$ cat src/ssw_params.svh
`ifndef SSW_PARAMS_SVH
`define SSW_PARAMS_SVH
// Behaviour
// - Reset held while supply low, plus timeout
// - Static toggle beyond timeout asserts reset
// - Active-high reset mirrors active-low reset
// - Watchdog timeout issues configured reset pulse
// - Post-reset long timeout until first toggle
// - Watchdog restarts at every reset pulse end
// - Static toggle repeats pulses every long timeout
// - Disabled watchdog gives no resets or expiry
// - Expired output low until next toggle edge
// - Supply low forces expired output high
// - External clock: 1024/4096 watchdog, 512/2048 pulse
// - Internal mode: timebase input picks 100ms/1.6s
// - Internal mode: 1.6s timeout right after reset
// - Short timeout only after first toggle
// - Internal timebase nominal 6.55 kHz
// - Reduced variant: fixed 1.6s, 50/200ms pulse
// - Chip enable passes through when supply valid and backup inactive
// - Supply low forces chip enable high
// - Battery backup forces chip enable high
// - Power warning low when sense below reference
// - Backup disables comparator, fixes warning level
// - Supply-low output follows supply with no extra delay beyond sync and output register

// ****************************************************************
// Clock and timebase
// ****************************************************************
`define SSW_CLK_HZ          100000000
`define SSW_TB_HZ           6550
`define SSW_TB_DIV          (`SSW_CLK_HZ / `SSW_TB_HZ)
`define SSW_MS_TO_TICKS(ms) (((ms) * `SSW_TB_HZ) / 1000)

// ****************************************************************
// Timeouts and pulse lengths
// ****************************************************************
`define SSW_WD_LONG_MS      1600
`define SSW_WD_SHORT_MS     100
`define SSW_PULSE_MS        50
`define SSW_PULSE_LONG_MS   200
`define SSW_EXT_WD_NORM     1024
`define SSW_EXT_WD_POST     4096
`define SSW_EXT_PULSE       512
`define SSW_EXT_PULSE_LONG  2048

// ****************************************************************
// Register map
// ****************************************************************
`define SSW_REG_CTRL        8'h00
`define SSW_REG_STATUS      8'h04
`define SSW_REG_COUNT       8'h08
`define SSW_CTRL_LONG_BIT   0
`define SSW_CTRL_REDUCED_BIT 1
`define SSW_CTRL_RESET      2'h0
`endif

$ cat src/ssw_pkg.sv
package ssw_pkg;
    // Pin group, one bit each, all asynchronous to hclk
    typedef struct packed {
        logic supply_low;
        logic backup_active;
        logic power_warn_sense_low;
        logic watchdog_toggle_in;
        logic watchdog_enable;
        logic timebase_source_select;
        logic timebase_input;
        logic chip_enable_in_n;
    } ssw_pins_type;

    typedef struct packed {
        logic reset_n;
        logic reset;
        logic supply_low_n;
        logic watchdog_expired_n;
        logic power_warn_n;
        logic chip_enable_out_n;
    } ssw_outs_type;

    typedef struct packed {
        logic reduced_pins;
        logic long_reset;
    } ssw_ctrl_type;

    // Gray along supply -> pulse -> run
    typedef enum logic [1:0] {
        ST_SUPPLY = 2'b00,
        ST_PULSE  = 2'b01,
        ST_RUN    = 2'b11
    } ssw_state_type;
endpackage

$ cat src/ssw_top.sv
// The implementer's own choices: the AHB-Lite register port and the address map.
`timescale 1ns/1ps
`include "ssw_params.svh"
module ssw_top #(
    parameter int unsigned TB_DIV = `SSW_TB_DIV
) (
    input  wire logic                 hclk,
    input  wire logic                 hresetn,
    input  wire logic                 hsel,
    input  wire logic [31:0]          haddr,
    input  wire logic [1:0]           htrans,
    input  wire logic                 hwrite,
    input  wire logic [2:0]           hsize,
    input  wire logic [31:0]          hwdata,
    input  wire logic                 hready,
    output logic      [31:0]          hrdata,
    output logic                      hreadyout,
    output logic                      hresp,
    input  wire ssw_pkg::ssw_pins_type pins,
    output ssw_pkg::ssw_outs_type     outs
);
    import ssw_pkg::*;

    // ****************************************************************
    // Timing constants in timebase ticks
    // ****************************************************************
    localparam logic [15:0] T_WD_LONG    = 16'(`SSW_MS_TO_TICKS(`SSW_WD_LONG_MS));
    localparam logic [15:0] T_WD_SHORT   = 16'(`SSW_MS_TO_TICKS(`SSW_WD_SHORT_MS));
    localparam logic [15:0] T_PULSE      = 16'(`SSW_MS_TO_TICKS(`SSW_PULSE_MS));
    localparam logic [15:0] T_PULSE_LONG = 16'(`SSW_MS_TO_TICKS(`SSW_PULSE_LONG_MS));
    localparam logic [15:0] T_EXT_NORM   = 16'(`SSW_EXT_WD_NORM);
    localparam logic [15:0] T_EXT_POST   = 16'(`SSW_EXT_WD_POST);
    localparam logic [15:0] T_EXT_PULSE  = 16'(`SSW_EXT_PULSE);
    localparam logic [15:0] T_EXT_PLONG  = 16'(`SSW_EXT_PULSE_LONG);
    localparam logic [15:0] DIV_LAST     = 16'(TB_DIV - 1);

    function automatic logic [15:0] wd_limit(input logic post, input logic int_mode,
                                             input logic long_norm);
        if (int_mode)
            wd_limit = (post || long_norm) ? T_WD_LONG : T_WD_SHORT;
        else
            wd_limit = post ? T_EXT_POST : T_EXT_NORM;
    endfunction

    function automatic logic [15:0] pulse_len(input logic int_mode, input logic long_rst);
        if (int_mode)
            pulse_len = long_rst ? T_PULSE_LONG : T_PULSE;
        else
            pulse_len = long_rst ? T_EXT_PLONG : T_EXT_PULSE;
    endfunction

    // ****************************************************************
    // Pin synchronisers
    // ****************************************************************
    localparam int NPIN = $bits(ssw_pins_type);
    logic [NPIN-1:0] sync1_q;
    logic [NPIN-1:0] sync2_q;
    ssw_pins_type    ps;

    genvar gi;
    generate
        for (gi = 0; gi < NPIN; gi++)
        begin : g_sync
            always_ff @(posedge hclk or negedge hresetn)
            begin
                if (!hresetn)
                begin
                    sync1_q[gi] <= 1'b0;
                    sync2_q[gi] <= 1'b0;
                end
                else
                begin
                    sync1_q[gi] <= pins[gi];
                    sync2_q[gi] <= sync1_q[gi];
                end
            end
        end
    endgenerate
    assign ps = ssw_pins_type'(sync2_q);

    // ****************************************************************
    // Registers and state
    // ****************************************************************
    ssw_ctrl_type  ctrl_q;
    ssw_state_type state_q;
    ssw_state_type state_d;
    logic [15:0]   div_q;
    logic [15:0]   cnt_q;
    logic [15:0]   cnt_d;
    logic          post_q;
    logic          post_d;
    logic          expired_n_q;
    logic          expired_n_d;
    logic          tog_prev_q;
    logic          tb_prev_q;
    ssw_outs_type  outs_q;
    ssw_outs_type  outs_d;

    wire int_mode  = ps.backup_active | ctrl_q.reduced_pins | ps.timebase_source_select;
    wire long_norm = ps.backup_active | ctrl_q.reduced_pins | ps.timebase_input;
    wire div_tick  = (div_q == DIV_LAST);
    wire tog_edge  = ps.watchdog_toggle_in ^ tog_prev_q;
    wire ext_tick  = ps.timebase_input & ~tb_prev_q;
    // internal ticks come from the divider
    wire tick      = int_mode ? div_tick : ext_tick;
    wire wd_on     = ps.watchdog_enable;
    wire [15:0] lim_now = wd_limit(post_q, int_mode, long_norm);
    wire [15:0] plen    = pulse_len(int_mode, ctrl_q.long_reset);
    wire supply_bad = ps.supply_low;
    wire wd_timeout = wd_on & tick & (cnt_q == lim_now - 16'h0001);
    wire pulse_done = tick & (cnt_q == plen - 16'h0001);

    // Internal timebase divider and edge history
    always_ff @(posedge hclk or negedge hresetn)
    begin
        if (!hresetn)
        begin
            div_q      <= 16'h0000;
            tog_prev_q <= 1'b0;
            tb_prev_q  <= 1'b0;
        end
        else
        begin
            div_q      <= div_tick ? 16'h0000 : div_q + 16'h0001;
            tog_prev_q <= ps.watchdog_toggle_in;
            tb_prev_q  <= ps.timebase_input;
        end
    end

    // Reset sequencer and watchdog; one counter serves both phases
    always_comb
    begin
        state_d     = state_q;
        cnt_d       = cnt_q;
        post_d      = post_q;
        expired_n_d = expired_n_q;
        case (state_q)
            ST_SUPPLY:
            begin
                cnt_d = 16'h0000;
                if (!supply_bad)
                    state_d = ST_PULSE;
            end
            ST_PULSE:
            begin
                if (tick)
                    cnt_d = cnt_q + 16'h0001;
                if (pulse_done)
                begin
                    state_d = ST_RUN;
                    cnt_d   = 16'h0000;
                    post_d  = 1'b1;
                end
            end
            ST_RUN:
            begin
                if (!wd_on)
                    cnt_d = 16'h0000;
                else if (tog_edge)
                begin
                    cnt_d  = 16'h0000;
                    post_d = 1'b0;
                end
                else if (wd_timeout)
                begin
                    state_d     = ST_PULSE;
                    cnt_d       = 16'h0000;
                    expired_n_d = 1'b0;
                end
                else if (tick)
                    cnt_d = cnt_q + 16'h0001;
            end
            default:
            begin
                state_d = ST_SUPPLY;
                cnt_d   = 16'h0000;
            end
        endcase
        if (tog_edge && wd_on)
            expired_n_d = 1'b1;
        // supply low forces expiry high, in backup too
        if (supply_bad || ps.backup_active)
            expired_n_d = 1'b1;
        if (supply_bad)
        begin
            state_d = ST_SUPPLY;
            cnt_d   = 16'h0000;
            post_d  = 1'b1;
        end
    end

    always_ff @(posedge hclk or negedge hresetn)
    begin
        if (!hresetn)
        begin
            state_q     <= ST_SUPPLY;
            cnt_q       <= 16'h0000;
            post_q      <= 1'b1;
            expired_n_q <= 1'b1;
        end
        else
        begin
            state_q     <= state_d;
            cnt_q       <= cnt_d;
            post_q      <= post_d;
            expired_n_q <= expired_n_d;
        end
    end

    // ****************************************************************
    // Output stage, all registered
    // ****************************************************************
    wire rst_act = (state_d != ST_RUN);
    wire ce_kill = supply_bad | ps.backup_active;
    always_comb
    begin
        // complementary reset pair from one source
        outs_d.reset_n            = ~rst_act;
        outs_d.reset              = rst_act;
        // supply-low output has no extra delay
        outs_d.supply_low_n       = ~supply_bad;
        outs_d.watchdog_expired_n = expired_n_d;
        // comparator drives warning; backup forces low
        outs_d.power_warn_n       = ~(ps.power_warn_sense_low | ps.backup_active);
        outs_d.chip_enable_out_n  = ps.chip_enable_in_n | ce_kill;
    end

    always_ff @(posedge hclk or negedge hresetn)
    begin
        if (!hresetn)
            outs_q <= '{reset_n: 1'b0, reset: 1'b1, supply_low_n: 1'b0,
                        watchdog_expired_n: 1'b1, power_warn_n: 1'b0,
                        chip_enable_out_n: 1'b1};
        else
            outs_q <= outs_d;
    end
    assign outs = outs_q;

    // ****************************************************************
    // AHB-Lite slave, zero wait states
    // ****************************************************************
    logic       wr_pend_q;
    logic [7:0] wr_addr_q;
    wire        addr_ok   = hsel & hready & htrans[1];
    wire [7:0]  a_off     = haddr[7:0];
    wire        hit_ctrl  = (wr_addr_q == `SSW_REG_CTRL);
    wire [31:0] status_w  = {26'h0, post_q, expired_n_q, ps.backup_active,
                             supply_bad, state_q};
    wire [31:0] rd_mux    = (a_off == `SSW_REG_CTRL)   ? {30'h0, ctrl_q} :
                            (a_off == `SSW_REG_STATUS) ? status_w :
                            (a_off == `SSW_REG_COUNT)  ? {16'h0000, cnt_q} :
                            32'h00000000;

    // Read data latched in address phase so hrdata is a flop
    always_ff @(posedge hclk or negedge hresetn)
    begin
        if (!hresetn)
        begin
            wr_pend_q <= 1'b0;
            wr_addr_q <= 8'h00;
            hrdata    <= 32'h00000000;
        end
        else
        begin
            wr_pend_q <= addr_ok & hwrite;
            if (addr_ok)
                wr_addr_q <= a_off;
            if (addr_ok && !hwrite)
                hrdata <= rd_mux;
        end
    end

    // Control register steers timing mode and pulse length
    always_ff @(posedge hclk or negedge hresetn)
    begin
        if (!hresetn)
            ctrl_q <= ssw_ctrl_type'(`SSW_CTRL_RESET);
        else if (wr_pend_q && hit_ctrl)
            ctrl_q <= ssw_ctrl_type'(hwdata[1:0]);
    end

    assign hreadyout = 1'b1;
    assign hresp     = 1'b0;
endmodule

$ cat config.mk
export PLATFORM = sky130hd
export DESIGN_NAME = ssw_top
export DESIGN_NICKNAME = d
export VERILOG_FILES = /design/src/ssw_pkg.sv /design/src/ssw_top.sv
export VERILOG_INCLUDE_DIRS = /design/src
export SDC_FILE = /design/constraint.sdc
export NUM_CORES = 1
export LEC_CHECK = 0
export BUFFER_PORTS_ARGS = -buffer_cell sky130_fd_sc_hd__buf_2
export CORE_ASPECT_RATIO = 2
export CORE_UTILIZATION = 23
export DETAILED_ROUTE_END_ITERATION = 10
export PLACE_DENSITY_LB_ADDON = 0.05
export SLEW_MARGIN = 20
export SYNTH_ARGS = -nofsm -noshare
export SYNTH_HDL_FRONTEND = slang
export SYNTH_SLANG_ARGS = --single-unit
export TNS_END_PERCENT = 20
$ cat constraint.sdc
create_clock -name hclk -period 3.93 [get_ports hclk]
set_input_delay 0.786 -clock hclk [delete_from_list [all_inputs] [get_ports hclk]]
set_output_delay 0.786 -clock hclk [all_outputs]
set_load 0.005 [all_outputs]
* After elaboration in Yosys (flattened, before gate mapping)
Index checks and enable logic that the tools add are counted.
Widths: inputs -> output; s select.
** Storage, ports and cells
- Bits in registers :: 102
- Input bits :: 82
- Output and inout bits :: 40
- Logic and storage cells :: 117
** Operators by class
- Add/sub/neg operators :: 4
- Eq/ne operators :: 12
- Multiplexer cells :: 35
- Bitwise gates (word level) :: 18
- Reductions and logical operators :: 15
** Operators by type and width (count)
- $mux 16 :: 10
- $add 16x1->16 const B :: 2
- $eq 16x16->1 :: 2
- $pmux 16 s2 :: 1
- $sub 16x1->16 const B :: 2
- $mux 14 :: 2
- $mux 12 :: 2
- $eq 16x14->1 const B :: 1
- $logic_not 8->1 :: 2
- $mux 13 :: 1
- $reduce_bool 3->1 :: 4
- $mux 1 :: 11
- $mux 11 :: 1
- $mux 2 :: 5
- $ne 3x3->1 const B :: 3
- $eq 8x3->1 const B :: 1
- $eq 8x4->1 const B :: 1
- $reduce_and 4->1 :: 2
- $and 1x1->1 :: 7
- $or 1x1->1 :: 6
- $pmux 2 s3 :: 1
- $not 1->1 :: 4
- $logic_and 1x1->1 :: 3
- $ne 3x1->1 const B :: 1
- other kinds (8) :: 9

* Depth between registers and ports, before layout
- Word-level depth :: 15
- Depth in mapped cells :: 9
- Mapped depth without buffers :: 8

* Least setup slack after synthesis
OpenSTA, ideal clock, no wires.
- Kind :: input to register
- Start :: input haddr[1]
- End :: register hrdata[10]
- Library setup time :: 67 ps
- Arrival time :: 2324 ps
- Required time :: 3863 ps
- Path slack :: 1540 ps
- Stages on the path :: 5
- Path buffers :: 1
- Path through :: or4_1 -> or4_1 -> buf_2 -> nor3b_4 -> a22o_1
** On the way
- Cells in the longest elaborated chain, start to end :: 4
- Elaborated cells on any way between the ends :: 6
- Classes of those cells :: eq/ne: 2; mux: 3; reduce/logical: 1
** Ends and longest elaborated chain
- start: declaration :: RTL line ssw_top.sv:10 : input wire logic [31:0] haddr,
- $eq 8x4->1 (no line)
- $mux 16 :: RTL line ssw_top.sv:251 : (a_off == `SSW_REG_COUNT) ? {16'h0000, cnt_q} :
- $mux 16 :: RTL line ssw_top.sv:250 : (a_off == `SSW_REG_STATUS) ? status_w :
- $mux 16 (*) :: RTL line ssw_top.sv:249 : wire [31:0] rd_mux = (a_off == `SSW_REG_CTRL) ? {30'h0, ctrl_q} :
- end signal: assignment :: RTL line ssw_top.sv:269 : hrdata <= rd_mux;
- end: declaration :: RTL line ssw_top.sv:16 : output logic [31:0] hrdata,
Mark *: on every way between the ends. The rest lies on a longest branch, timed or not.
A chain may end at the register's enable or synchronous reset.

* Worst setup path in the final report
- Start :: register sync2_q[6], in the netlist ps[6]
- End :: register cnt_q[0]
** On the way
- Cells in the longest elaborated chain, start to end :: 13
- Elaborated cells on any way between the ends :: 22
- Classes of those cells :: add/sub: 2; eq/ne: 2; mux: 11; bitwise: 6; reduce/logical: 1
** Ends and longest elaborated chain
- start: declaration :: RTL line ssw_top.sv:57 : logic [NPIN-1:0] sync2_q;
- start signal: indexed assignment :: RTL line ssw_top.sv:74 : sync2_q[gi] <= sync1_q[gi];
- $or 1x1->1 (*) :: RTL line ssw_top.sv:99, ssw_top.sv:100
- $or 1x1->1 :: RTL line ssw_top.sv:100 : wire long_norm = ps.backup_active | ctrl_q.reduced_pins | ps.timebase_input;
- $logic_or 1x1->1 :: RTL line ssw_top.sv:40 : wd_limit = (post || long_norm) ? T_WD_LONG : T_WD_SHORT;
- $mux 14 :: RTL line ssw_top.sv:40
- $mux 14 :: RTL line ssw_top.sv:39 : if (int_mode)
- $sub 16x1->16 :: RTL line ssw_top.sv:110 : wire wd_timeout = wd_on & tick & (cnt_q == lim_now - 16'h0001);
- $eq 16x16->1 :: RTL line ssw_top.sv:110
- $and 1x1->1 :: RTL line ssw_top.sv:110
- $mux 16 :: RTL line ssw_top.sv:164 : else if (wd_timeout)
- $mux 16 :: RTL line ssw_top.sv:159 : else if (tog_edge)
- $mux 16 :: RTL line ssw_top.sv:157 : if (!wd_on)
- $pmux 16 s2 (*) :: RTL line ssw_top.sv:137 : case (state_q)
- $mux 16 (*) :: RTL line ssw_top.sv:184 : if (supply_bad)
- via cnt_d[0] :: RTL line ssw_top.sv:89 : logic [15:0] cnt_d;
- end signal: assignment :: RTL line ssw_top.sv:204 : cnt_q <= cnt_d;
- end: declaration :: RTL line ssw_top.sv:88 : logic [15:0] cnt_q;
Mark *: on every way through the listed nets, which the timed path passes. The rest lies on a longest branch.

==> results.tsv <==
metric	value	unit
outcome	finished clean	
dpl_cell_area	0.00434	mm^2
hold_violations	0	
postCtsHoldBufs	0	
reg2reg_to	cnt_q[0]$_DFF_PN0_	
final.setup_skew	0.00731	ns
slowest_stage	nor3_2	
drt_pass1_iterations	4	
syn_avg_cell_area	11.0	um^2
hp-class	flip-flop to flip-flop	
grt_max_degree	73	
met2_usage	23.5	%
cts_tree	built	
core	0.0168	mm^2
crit_chain	buf_4 > nor3_2 > nand3_1 > a221oi_1 > o2111ai_1 > a22oi_4 > nor2_1	
setup_ws	1.18	ns
cts_sinks	86	
synth.distinct_cells	50	
finalMaxSlewViolations	0	
fin_setup_tns	0	ns
grt-ovfl-total	0	
async_reset_ff_share	100	%
path_clk_slew	0.06	ns
hpwl	7720	um
period_share	70.1	%
postRouteAntennaNets	0	
cp.arrival	2.96	ns
use_met1	12.1	%
slew_headroom	36.2	%
ys_ff_latch	86	
worstSetupStartpointType	flip-flop	
port_buffers	45	
start_util	23.6	%
io_pins	122	
post_cts_buffers	0	
cp.required	4.13	ns
via_count	2737	
path_class	flip-flop to flip-flop	
avgRoutedWirePerCell	16.6	um
worst-r2r-cell-count	7	
die_y	188	um
power.leakage	2.05	nW
rsz0062_at_grt	false	
syn_area	0.00398	mm^2
reg2reg_from	ps[6]$_DFF_PN0_	
yosysWarnings	0	
max_stage_delay	0.61	ns
worstSetupEndpoint	cnt_q[0]$_DFF_PN0_	
grt_antenna_before_repair	0	
drc	0	
clockBufferDepth	2	
end_kind	flip-flop	
maxCapViolations	0	
fmax	363	MHz
syn2layout_area_growth	15.9	%
diodes	0	
fp.dieW	95.0	um
synth_edf_count	0	
die_area	0.0179	mm^2
worst_pin_slew	0.957	ns
stdcell_area	0.00461	mm^2
hold_depth	0	
synth_ff_type	dfrtp_1	
place_ws	1.12	ns
viasPerCell	4.46	
pwr_density_cell	398	mW/mm^2
drive_gt1_share	20.9	%
ir_drop	0.000175	V
critPathLaunch	ps[6]$_DFF_PN0_	
cts_made_buffers	9	
wl	10200	um
gp_congestion	0.728	
grt_pass1_wl	15900	um
cp_max_fo	16	
grt_busiest_layer	met2	
post_cts_resized	0	
grt_use_met3	2.15	%
insertion_delay	0.34	ns
seq_area_frac_synth	54.2	%
grt_pass1_vias	2867	
period_needed	2.75	ns
fin_nets	489	
rows	67	
grt_usage	12.4	%
clockRootBuffer	clkbuf_16	
reg2reg_setup_slack	1.18	ns
first_iter_violations	99	
h-tree-depth	3	
setup_viol	0	
syn_inst	363	
-- cell type report --
cell class	instances	area [um^2]
timing repair buffer	49	258
clock buffer	13	270
clock inverter	1	5.00
multi-input combinational	252	1640
inverter	6	22.5
tap	207	259
fill	1767	12200
sequential	86	2160
-- flip-flops by register name, summed over array words and instances (netlist names), 2 cells and up --
signal / flops
ps: 6
ctrl_q: 2
div_q: 16
cnt_q: 16
hrdata: 16
outs: 6
sync1_q: 8
wr_addr_q: 8
state_q: 2
-- critical path: cells and delay by family, from the launching register on --
family          cells  cell delay (ns)
buf+inv             1             0.17
simple gates        3             0.86
flops               1             0.35
compound gates      3             1.22
-- cells in the mapped netlist (3+ instances only) --
library cell  instances  area, um^2
or4_1                 4        30.0
ha_1                  3        37.5
nand4_1              10        62.6
xor2_1               14         123
mux2_2               10         113
nand3_1              17        85.1
buf_4                19         143
nor2_1               40         150
nor3_1               10        50.1
xnor2_1              17         149
nand2b_1              3        18.8
or3_1                 3        18.8
nor4_1                4        25.0
mux2i_1               3        30.0
inv_1                 6        22.5
a22o_1               10        87.6
nand2_1              26        97.6
nor2b_1               3        18.8
buf_2                 6        30.0
dfrtp_1              82        2050
and3_1                6        37.5
a21oi_1              10        50.1
o21ai_0              11        55.1
dfstp_2               4         105
clkbuf_1              9        33.8
a22oi_1               4        30.0
-- worst min-delay path by stage --
| stage | from | end | slack, ns |
|---|---|---|---|
| after floorplan | sync1_q[0]$_DFF_PN0_ | ps[0]$_DFF_PN0_ | 0.33 |
| after global placement | sync1_q[6]$_DFF_PN0_ | ps[6]$_DFF_PN0_ | 0.33 |
| after detailed placement | sync1_q[6]$_DFF_PN0_ | ps[6]$_DFF_PN0_ | 0.33 |
| after CTS | sync1_q[6]$_DFF_PN0_ | ps[6]$_DFF_PN0_ | 0.35 |
| after global routing | sync1_q[6]$_DFF_PN0_ | ps[6]$_DFF_PN0_ | 0.36 |
| final | sync1_q[6]$_DFF_PN0_ | ps[6]$_DFF_PN0_ | 0.35 |
-- logic make-up (layout without fill, tap and decap cells) --
group,Yosys count,after routing,synth area share (%)
xor+xnor,31,31,6.82
flops,86,86,54.2
simple gates,141,141,19.3
mux,14,14,3.96
fa+ha+maj,3,3,0.943
compound gates,45,45,8.52
other cells,2,18,0.189
buf+inv,41,69,6.04
-- power breakdown --
| group | switching, mW | internal (mW) | leakage (nW) |
|---|---|---|---|
| Clock | 0.335 | 0.472 | 0.138 |
| Combinational | 0.0539 | 0.0368 | 0.804 |
| Sequential | 0.0202 | 0.916 | 1.10 |
| Total | 0.409 | 1.42 | 2.05 |
-- cells in the final DEF, fill, tap and decap left out, types with 11 or more instances in the layout --
| cell | Yosys | routed |
|---|---|---|
| dfrtp_1 | 82 | 82 |
| buf_2 | 6 | 44 |
| nor2_1 | 40 | 40 |
| nand2_1 | 26 | 26 |
| conb_1 | 2 | 18 |
| nand3_1 | 17 | 17 |
| xnor2_1 | 17 | 17 |
| xor2_1 | 14 | 14 |
| o21ai_0 | 11 | 11 |
-- layer usage --
metal  share of wire, %  wire length [um]
met5                  0                 0
met4                2.8               287
met3                2.1               212
met2                 60              6090
met1                 36              3630
-- metrics by stage --
stage | utilization [%] | total power [mW] | hold slack, ns | instances
5_1_grt | 27.4 | 1.92 | 0.360 | 614
3_3_place_gp | 25.7 | 1.05 | 0.334 | 600
4_1_cts | 27.4 | 1.87 | 0.348 | 614
3_5_place_dp | 25.7 | 1.05 | 0.335 | 600
6_report | 27.4 | 1.83 | 0.347 | 614
2_1_floorplan | - | 1.01 | 0.331 | 379
No activity file was read; power rests on OpenSTA's default activity.
